<file path="src/pkg/capability_pkg.sv">
// Constants for the far-end capability register bank
package capability_pkg;

	// ----------------------------------------
	// Register offsets
	// ----------------------------------------
	localparam logic [7:0] PORT_SELECT_ADDR = 8'h1e;
	localparam logic [7:0] CAP1_ADDR = 8'h20;
	localparam logic [7:0] CAP2_ADDR = 8'h21;

	// ----------------------------------------
	// Field positions
	// ----------------------------------------
	localparam int FREEZE_BIT = 7;
	localparam int MODE_LOW_BIT = 6;
	localparam int FREQ_BIT = 5;
	localparam int EQ_BIT = 4;
	localparam int TWO_LANE_BIT = 3;
	localparam int ROLE_BIT = 2;
	localparam int SECOND_PORT_BIT = 1;

	// ----------------------------------------
	// Widths and reset values
	// ----------------------------------------
	localparam int PORT_COUNT = 2;
	localparam int CAP1_WIDTH = 8;
	localparam int CAP2_WIDTH = 2;
	localparam int BC_WIDTH = 7;
	localparam int SELECT_WIDTH = 2;
	localparam int MODE_WIDTH = 3;
	localparam logic [7:0] CAP1_RESET = 8'h00;
	localparam logic [1:0] CAP2_RESET = 2'h0;
	localparam logic [1:0] SELECT_RESET = 2'h1;
	localparam logic [7:0] UNMAPPED_DATA = 8'h00;
	localparam logic [5:0] CAP2_PAD = 6'h00;
	localparam logic [5:0] SELECT_PAD = 6'h00;

endpackage

</file>
<file path="src/pkg/cap_if.sv">
// Link between the register front end and one port's capability store
`timescale 1ns/100ps
interface cap_if;
	import capability_pkg::*;
	logic wr1;
	logic wr2;
	logic [CAP1_WIDTH-1:0] wdata;
	logic bc_load;
	logic [BC_WIDTH-1:0] bc_cap1;
	logic [CAP2_WIDTH-1:0] bc_cap2;
	logic [CAP1_WIDTH-1:0] cap1;
	logic [CAP2_WIDTH-1:0] cap2;

	modport ctrl (
		output wr1,
		output wr2,
		output wdata,
		output bc_load,
		output bc_cap1,
		output bc_cap2,
		input cap1,
		input cap2
	);

	modport store (
		input wr1,
		input wr2,
		input wdata,
		input bc_load,
		input bc_cap1,
		input bc_cap2,
		output cap1,
		output cap2
	);
endinterface

</file>
<file path="src/logic/capability_store.sv">
// Capability flags of one port, loaded by back channel or by software
`timescale 1ns/100ps
module capability_store
	import capability_pkg::*;
(
	// Clock and reset
	input wire logic core_clk,
	input wire logic rst,
	// Front end link
	cap_if.store link
);

	logic [CAP1_WIDTH-1:0] cap1;
	logic [CAP2_WIDTH-1:0] cap2;
	logic [CAP1_WIDTH-1:0] next_cap1;
	logic [CAP2_WIDTH-1:0] next_cap2;

	// ----------------------------------------
	// Next values
	// ----------------------------------------
	// Back channel load unless frozen; a software write overrides it
	always_comb
	begin
		next_cap1 = cap1;
		next_cap2 = cap2;
		if (link.bc_load && !cap1[FREEZE_BIT])
		begin
			next_cap1[BC_WIDTH-1:0] = link.bc_cap1; // Freeze bit is software only
			next_cap2 = link.bc_cap2;
		end
		if (link.wr1)
			next_cap1 = link.wdata;
		if (link.wr2)
			next_cap2 = link.wdata[CAP2_WIDTH-1:0];
	end

	// Register the flags
	always_ff @(posedge core_clk)
	begin
		if (rst)
		begin
			cap1 <= CAP1_RESET;
			cap2 <= CAP2_RESET;
		end
		else
		begin
			cap1 <= next_cap1;
			cap2 <= next_cap2;
		end
	end

	assign link.cap1 = cap1;
	assign link.cap2 = cap2;

	// ----------------------------------------
	// Checks
	// ----------------------------------------
	a_freeze_holds_flags: assert property (
		@(posedge core_clk) disable iff (rst)
		(link.bc_load && cap1[FREEZE_BIT] && !link.wr1 && !link.wr2)
		|=> (cap1 == $past(cap1)) && (cap2 == $past(cap2)))
		else $error("Frozen flags changed by back channel");

	a_back_channel_load: assert property (
		@(posedge core_clk) disable iff (rst)
		(link.bc_load && !cap1[FREEZE_BIT] && !link.wr1)
		|=> (cap1[BC_WIDTH-1:0] == $past(link.bc_cap1)) && !cap1[FREEZE_BIT])
		else $error("Back channel load not taken");

	a_mode_upper_load: assert property (
		@(posedge core_clk) disable iff (rst)
		(link.bc_load && !cap1[FREEZE_BIT] && !link.wr2)
		|=> cap2 == $past(link.bc_cap2))
		else $error("Upper mode bits not loaded");

	a_software_write: assert property (
		@(posedge core_clk) disable iff (rst)
		link.wr1 |=> cap1 == $past(link.wdata))
		else $error("Software write not stored");

endmodule

</file>
<file path="src/logic/far_end_capability_register.sv">
// Per-port far-end capability register with port select and read path
`timescale 1ns/100ps
// Behaviour
// Freeze bit 7 stops back channel loading; software values stay in both registers.
// Bit 6 holds mode code bit 0; upper two bits sit in register 0x21.
// After receiver lock, back channel updates every field but the freeze bit unless frozen.
// Software overwriting a field must also set freeze, else it may be replaced.
// Bit 5 requests frequency training pattern on the forward link.
// Bit 4 requests equalization training pattern on the forward link.
// Bit 3 reports far-end two-lane capability.
// Bit 2 gives channel role: 0 primary, 1 secondary.
// Each port has its own copy; second port select picks the second copy.
// Select bit routes primary accesses to port two; clear it for port one.
// A read returns each field's current value, whoever set it.
module far_end_capability_register
	import capability_pkg::*;
(
	// Clock and reset
	input wire logic core_clk,
	input wire logic rst,
	// Register access port
	input wire logic [7:0] reg_addr,
	input wire logic [7:0] reg_wdata,
	input wire logic reg_wr,
	input wire logic reg_rd,
	output logic [7:0] reg_rdata,
	output logic reg_rvalid,
	// Back channel capability reports, one per port
	input wire logic [PORT_COUNT-1:0] rx_lock,
	input wire logic [PORT_COUNT-1:0] bc_valid,
	input wire logic [PORT_COUNT-1:0][BC_WIDTH-1:0] bc_cap1,
	input wire logic [PORT_COUNT-1:0][CAP2_WIDTH-1:0] bc_cap2,
	// Capability flags to the serializer, one per port
	output logic [PORT_COUNT-1:0] capability_freeze,
	output logic [PORT_COUNT-1:0][MODE_WIDTH-1:0] high_speed_channel_mode_code,
	output logic [PORT_COUNT-1:0] request_frequency_training,
	output logic [PORT_COUNT-1:0] request_equalization_training,
	output logic [PORT_COUNT-1:0] two_lane_capable,
	output logic [PORT_COUNT-1:0] channel_role,
	// Port selection state
	output logic second_port_select
);

	logic [SELECT_WIDTH-1:0] port_select;
	logic [SELECT_WIDTH-1:0] next_port_select;
	logic [7:0] next_rdata;
	logic next_rvalid;
	logic [CAP1_WIDTH-1:0] cap1_all [PORT_COUNT];
	logic [CAP2_WIDTH-1:0] cap2_all [PORT_COUNT];
	logic sel;

	assign sel = port_select[SECOND_PORT_BIT];
	assign second_port_select = sel;

	// ----------------------------------------
	// Per-port capability stores
	// ----------------------------------------
	genvar i;
	generate
		for (i = 0; i < PORT_COUNT; i++)
		begin : g_port
			cap_if link ();

			// Writes go only to the copy picked by the select bit
			assign link.wr1 = reg_wr && (reg_addr == CAP1_ADDR) && (sel == 1'(i));
			assign link.wr2 = reg_wr && (reg_addr == CAP2_ADDR) && (sel == 1'(i));
			assign link.wdata = reg_wdata;
			// Back channel counts only once the receiver is locked
			assign link.bc_load = rx_lock[i] && bc_valid[i];
			assign link.bc_cap1 = bc_cap1[i];
			assign link.bc_cap2 = bc_cap2[i];

			capability_store u_store (
				.core_clk(core_clk),
				.rst(rst),
				.link(link)
			);

			// Stored flags leave straight from the store flip-flops
			assign cap1_all[i] = link.cap1;
			assign cap2_all[i] = link.cap2;
			assign capability_freeze[i] = link.cap1[FREEZE_BIT];
			assign high_speed_channel_mode_code[i] = {link.cap2, link.cap1[MODE_LOW_BIT]};
			assign request_frequency_training[i] = link.cap1[FREQ_BIT];
			assign request_equalization_training[i] = link.cap1[EQ_BIT];
			assign two_lane_capable[i] = link.cap1[TWO_LANE_BIT];
			assign channel_role[i] = link.cap1[ROLE_BIT];
		end
	endgenerate

	// ----------------------------------------
	// Port select register and read path
	// ----------------------------------------
	// Next select value and read answer
	always_comb
	begin
		next_port_select = port_select;
		next_rvalid = reg_rd;
		next_rdata = UNMAPPED_DATA;
		if (reg_wr && (reg_addr == PORT_SELECT_ADDR))
			next_port_select = reg_wdata[SELECT_WIDTH-1:0];
		if (reg_rd)
		begin
			if (reg_addr == PORT_SELECT_ADDR)
				next_rdata = {SELECT_PAD, port_select};
			else if (reg_addr == CAP1_ADDR)
				next_rdata = cap1_all[sel];
			else if (reg_addr == CAP2_ADDR)
				next_rdata = {CAP2_PAD, cap2_all[sel]};
			else
				next_rdata = UNMAPPED_DATA;
		end
	end

	// Register select, read data and read valid
	always_ff @(posedge core_clk)
	begin
		if (rst)
		begin
			port_select <= SELECT_RESET;
			reg_rdata <= UNMAPPED_DATA;
			reg_rvalid <= 1'b0;
		end
		else
		begin
			port_select <= next_port_select;
			reg_rdata <= next_rdata;
			reg_rvalid <= next_rvalid;
		end
	end

	// ----------------------------------------
	// Checks
	// ----------------------------------------
	a_read_current_value: assert property (
		@(posedge core_clk) disable iff (rst)
		(reg_rd && (reg_addr == CAP1_ADDR))
		|=> reg_rvalid && (reg_rdata == $past(cap1_all[sel])))
		else $error("Capability read returned stale value");

	a_second_port_write: assert property (
		@(posedge core_clk) disable iff (rst)
		(reg_wr && (reg_addr == CAP1_ADDR) && sel && !bc_valid[0])
		|=> (cap1_all[1] == $past(reg_wdata)) && (cap1_all[0] == $past(cap1_all[0])))
		else $error("Second port select did not route the write");

	a_second_port_read: assert property (
		@(posedge core_clk) disable iff (rst)
		(reg_rd && (reg_addr == CAP1_ADDR) && sel)
		|=> reg_rdata == $past(cap1_all[1]))
		else $error("Set select did not read the second port");

	a_select_write: assert property (
		@(posedge core_clk) disable iff (rst)
		(reg_wr && (reg_addr == PORT_SELECT_ADDR))
		|=> second_port_select == $past(reg_wdata[SECOND_PORT_BIT]))
		else $error("Port select bit not stored");

	a_select_read: assert property (
		@(posedge core_clk) disable iff (rst)
		(reg_rd && (reg_addr == PORT_SELECT_ADDR))
		|=> reg_rdata == {SELECT_PAD, $past(port_select)})
		else $error("Port select read wrong");

	a_upper_mode_read: assert property (
		@(posedge core_clk) disable iff (rst)
		(reg_rd && (reg_addr == CAP2_ADDR))
		|=> reg_rdata == {CAP2_PAD, $past(cap2_all[sel])})
		else $error("Upper mode bits read wrong");

	a_rvalid_idle: assert property (
		@(posedge core_clk) disable iff (rst)
		!reg_rd |=> !reg_rvalid)
		else $error("Read valid without a read");

	a_first_port_read: assert property (
		@(posedge core_clk) disable iff (rst)
		(reg_rd && (reg_addr == CAP1_ADDR) && !sel)
		|=> reg_rdata == $past(cap1_all[0]))
		else $error("Cleared select did not read the first port");

	a_mode_code_out: assert property (
		@(posedge core_clk) disable iff (rst)
		(reg_wr && !sel && !bc_valid[0]
			&& ((reg_addr == CAP1_ADDR) || (reg_addr == CAP2_ADDR)))
		|=> high_speed_channel_mode_code[0] == ($past(reg_addr == CAP2_ADDR)
			? {$past(reg_wdata[CAP2_WIDTH-1:0]), $past(cap1_all[0][MODE_LOW_BIT])}
			: {$past(cap2_all[0]), $past(reg_wdata[MODE_LOW_BIT])}))
		else $error("Mode code not assembled from both registers");

	a_training_flags: assert property (
		@(posedge core_clk) disable iff (rst)
		(reg_wr && (reg_addr == CAP1_ADDR) && !sel)
		|=> (request_frequency_training[0] == $past(reg_wdata[FREQ_BIT]))
			&& (request_equalization_training[0] == $past(reg_wdata[EQ_BIT])))
		else $error("Training request flags wrong");

	a_lane_and_role: assert property (
		@(posedge core_clk) disable iff (rst)
		(rx_lock[1] && bc_valid[1] && !capability_freeze[1]
			&& !(reg_wr && (reg_addr == CAP1_ADDR) && sel))
		|=> (two_lane_capable[1] == $past(bc_cap1[1][TWO_LANE_BIT]))
			&& (channel_role[1] == $past(bc_cap1[1][ROLE_BIT])))
		else $error("Lane capability or role not loaded");

	a_no_load_unlocked: assert property (
		@(posedge core_clk) disable iff (rst)
		(!rx_lock[0] && !(reg_wr && ((reg_addr == CAP1_ADDR) || (reg_addr == CAP2_ADDR)) && !sel))
		|=> $stable(cap1_all[0]) && $stable(cap2_all[0]))
		else $error("Flags changed without lock or write");

	a_frozen_port_holds: assert property (
		@(posedge core_clk) disable iff (rst)
		(capability_freeze[1] && !(reg_wr && sel))
		|=> $stable(cap1_all[1]) && $stable(cap2_all[1]))
		else $error("Frozen port flags changed");

	a_unmapped_read: assert property (
		@(posedge core_clk) disable iff (rst)
		(reg_rd && (reg_addr != CAP1_ADDR) && (reg_addr != CAP2_ADDR)
			&& (reg_addr != PORT_SELECT_ADDR))
		|=> reg_rvalid && (reg_rdata == UNMAPPED_DATA))
		else $error("Unmapped read not zero");

endmodule

</file>
<file path="config.mk">
export PLATFORM = sky130hd
export DESIGN_NAME = far_end_capability_register
export DESIGN_NICKNAME = d
export VERILOG_FILES = /design/src/pkg/capability_pkg.sv /design/src/pkg/cap_if.sv /design/src/logic/capability_store.sv /design/src/logic/far_end_capability_register.sv
export SDC_FILE = /design/constraint.sdc
export NUM_CORES = 1
export LEC_CHECK = 0
export ABC_AREA = 1
export BUFFER_PORTS_ARGS = -buffer_cell sky130_fd_sc_hd__buf_2
export CELL_PAD_IN_SITES_DETAIL_PLACEMENT = 1
export CELL_PAD_IN_SITES_GLOBAL_PLACEMENT = 2
export CORE_MARGIN = 2
export CORE_UTILIZATION = 26
export DETAILED_ROUTE_END_ITERATION = 8
export PLACE_DENSITY_LB_ADDON = 0.15
export SLEW_MARGIN = 20
export SYNTH_ARGS = -nofsm -noshare
export SYNTH_HDL_FRONTEND = slang
export SYNTH_SLANG_ARGS = --single-unit
</file>
<file path="constraint.sdc">
create_clock -name core_clk -period 2.7 [get_ports core_clk]
set_input_delay 0.405 -clock core_clk [delete_from_list [all_inputs] [get_ports core_clk]]
set_output_delay 0.405 -clock core_clk [all_outputs]
set_load 0.005 [all_outputs]
</file>
==> results.txt <==
The flow ran to the end, and the final reports show no timing, DRC or antenna violations. The cell area that synthesis handed to floorplanning was 1760 um2. The worst setup path is of the flop to flop kind. In this run the clock root is driven by a sky130_fd_sc_hd__clkbuf_8. For the leakage power of the design, the log shows 1.13 nW.

The startpoint identified for the worst register-to-register timing path is g_port[1].u_store.link.cap1[7]$_SDFFE_PP0P_. For the finished layout, the period the worst path requires is 1470 ps. Counting every sink on the clock net gives 31. Data on the critical path is required at its endpoint by 2920 ps. The worst path arrival time is 1690 ps, and the power per standard cell area is 503 nW/um2. The maximum fanout encountered on the critical timing path is 12, and the number of optimization iterations in the first detailed-route pass is 4. Compared with the post-synthesis result, the final layout area differs by 23.4%. Buffers placed on the I/O ports in this run total 67. For the final cell count without fillers, the log shows 400. The later pin in the worst-skew pair is clocked with a latency of 290 ps. The transition time at the pin with the least slew margin is 492 ps, and the final wirelength is 5.59 mm.

After detailed routing, the average wire length per cell comes to 14.0 um. The number of nets with antenna violations after routing was 0. TritonCTS built the clock tree. Setup violations remaining at the end of the flow were counted as 0.

The first global-routing pass estimated 9.07 mm of wire. The run gives 67.1% as the worst relative slew slack. STA classifies the critical path endpoint as a flop. The total core area came out at 6460 um2. For this run, design rule violations remaining after detail routing come to 0. The logs give 0 for the quantity of hold-fixing buffers added after cts and 60 for the initial DRC count. The tools report the initial antenna violation count as 0.

The number of hold violations in the final report is 0, and the average vias per placed instance is 4.65. The wire-length estimate of the detail-placed layout is 4.24 mm. 0 antenna diodes ended up in the layout. The routed layout has 1861 vias.

A synthesized cell averages 6.52 um2. Clock-pin slew was measured on the worst setup and hold paths at 70 ps. The die is 86.3 um wide.

The worst path uses 54.4% of the clock period. Once the floorplan was initialized, standard cells occupied 27.2% of the core. Start point of the worst min-delay path: reg_rd. For this design the top-level I/O count stands at 68. The run gives 0 as the number of warnings reported in the yosys synthesis log.

The logs give 0 for the number of max-cap violations and 0.776 for the routability congestion estimate from global placement. The run gives 2 as the H-tree depth. The path class of the lowest-slack min-delay path was input port to flop.

Across the VDD grid, the largest voltage drop is 0.194 mV. The synthesized netlist net count was 312. The tools report the category of the worst setup path launch point as a flop. The run gives 6.07 ps as the worst clock skew. The floorplan has 29 rows. Synthesis instantiated 18 different standard cells from the library. For the maximum count of clock buffers along a single path, the log shows 2. In the layout the commonest cells are sky130_fd_sc_hd__nand2_1 (80), sky130_fd_sc_hd__buf_2 (67), sky130_fd_sc_hd__dfxtp_1 (31). After clock tree synthesis, the repair step resized 0 gates. Leaving out fill and tap cells, the most frequent cell in the layout is sky130_fd_sc_hd__nand2_1.

The die outline area was 7440 um2. The final layout contains 364 nets. The flip-flop and latch count after synthesis was 31; the number of cells in the design after placement was 392.

First element of the critical path: g_port[1].u_store.link.cap1[7]$_SDFFE_PP0P_. The run gives 5 as the CTS buffer count. Global routing consumed, over all layers together, 15.7% of the routing resources. The aggregate global routing overflow was 0. The via count of the first global-routing pass was 1836; the highest achievable clock rate was 0.680 GHz.

The synthesized netlist cell count was 270. Setup repair after global routing left no endpoint under its margin. Buffers added to address setup during post-CTS repair amount to 0. In the final layout, the share of cells above drive strength 1 is 26.3%.

For this run, the register share of the synthesized area comes to 35.3%. The tools report the largest net degree at the start of global routing as 24. The die extent in y was 86.3 um. Summed over all failing endpoints, the final setup total negative slack is 0 ps.

For the final number of max-transition violations, the log shows 0.
==> kinds of logic (layout without fill, tap and decap cells) <==
| logic type | Yosys count | count (layout) | synth area share [%] |
|---|---|---|---|
| AND/OR/NAND/NOR | 155 | 155 | 40.5 |
| AO/OA/AOI/OAI | 30 | 30 | 8.96 |
| flip-flops | 31 | 31 | 35.3 |
| buffers and inverters | 54 | 107 | 15.3 |
==> final cells by class <==
class	count	area, um2
fill	864	4290
clock inverter	2	35.0
timing repair buffer	70	358
clock buffer	6	82.6
sequential	31	621
inverter	29	109
tap	77	96.3
multi-input combinational	185	870
==> metal layers <==
metal | track usage (%) | wire, um | vias up | part of all wire, %
met2 | 23.7 | 2420 | 51 | 43
met3 | 3.33 | 271 | 4 | 4.8
met1 | 22.3 | 2830 | 848 | 51
met4 | 5.11 | 71 | 0 | 1.3
li1 | - | - | 958 | -
met5 | 0 | 0 | - | 0
==> final timing paths <==
path	to	slack [ps]	cells after the start
min	reg_rvalid$_SDFF_PP0_	390	3
max reg2reg	g_port[1].u_store.link.cap1[2]$_SDFFE_PP0P_	1230	7
max	g_port[1].u_store.link.cap1[2]$_SDFFE_PP0P_	1230	7
min reg2reg	reg_rdata[4]$_SDFF_PP0_	480	2
==> through the flow <==
| stage | hold slack [ps] | setup WS, ps | power, mW | utilization [%] | cell area (um2) |
|---|---|---|---|---|---|
| after floorplan | 447 | 1340 | 0.560 | - | 1760 |
| final | 386 | 1230 | 1.09 | 33.6 | 2170 |
| after global placement | 471 | 1000 | 0.614 | 31.8 | 2050 |
| after detailed placement | 472 | 969 | 0.616 | 31.8 | 2050 |
| after CTS | 374 | 1190 | 1.11 | 33.6 | 2170 |
| after global routing | 405 | 1030 | 1.15 | 33.6 | 2170 |
==> report_power, final <==
group	leakage, nW	switching, mW	internal [mW]
sequential	0.252	0.00929	0.471
clock	0.0612	0.191	0.299
combinational	0.817	0.0721	0.0510
total	1.13	0.272	0.821
==> Yosys cell counts <==
library cell	count	area, um2
sky130_fd_sc_hd__nor2_1	27	101
sky130_fd_sc_hd__nand3_1	19	95.1
sky130_fd_sc_hd__nand4_1	20	125
sky130_fd_sc_hd__inv_1	29	109
sky130_fd_sc_hd__nand3_4	2	35.0
sky130_fd_sc_hd__a21oi_1	22	110
sky130_fd_sc_hd__buf_2	2	10.0
sky130_fd_sc_hd__nand2_1	80	300
sky130_fd_sc_hd__o21ai_0	5	25.0
sky130_fd_sc_hd__nor3_1	2	10.0
sky130_fd_sc_hd__o211ai_1	3	22.5
sky130_fd_sc_hd__dfxtp_1	31	621
sky130_fd_sc_hd__nand2_2	3	18.8
sky130_fd_sc_hd__nor2_2	1	6.26
sky130_fd_sc_hd__buf_4	13	97.6
sky130_fd_sc_hd__nor2_8	1	20.0
sky130_fd_sc_hd__buf_6	2	22.5
sky130_fd_sc_hd__clkbuf_1	8	30.0
==> flip-flops by register name, summed over array words and instances (netlist names) <==
register / flops
reg_rvalid: 1
g_port.u_store.link.cap2: 4
reg_rdata: 8
g_port.u_store.link.cap1: 16
port_select: 2
==> worst max-delay path, stage by stage (launching register included) <==
cell	delay [ps]
sky130_fd_sc_hd__dfxtp_1	330
sky130_fd_sc_hd__inv_1	100
sky130_fd_sc_hd__nand3_1	360
sky130_fd_sc_hd__inv_1	260
sky130_fd_sc_hd__nand2_1	100
sky130_fd_sc_hd__nand2_1	80
sky130_fd_sc_hd__nand2_1	50
sky130_fd_sc_hd__a21oi_1	110
(Power assumes the default switching activity.)
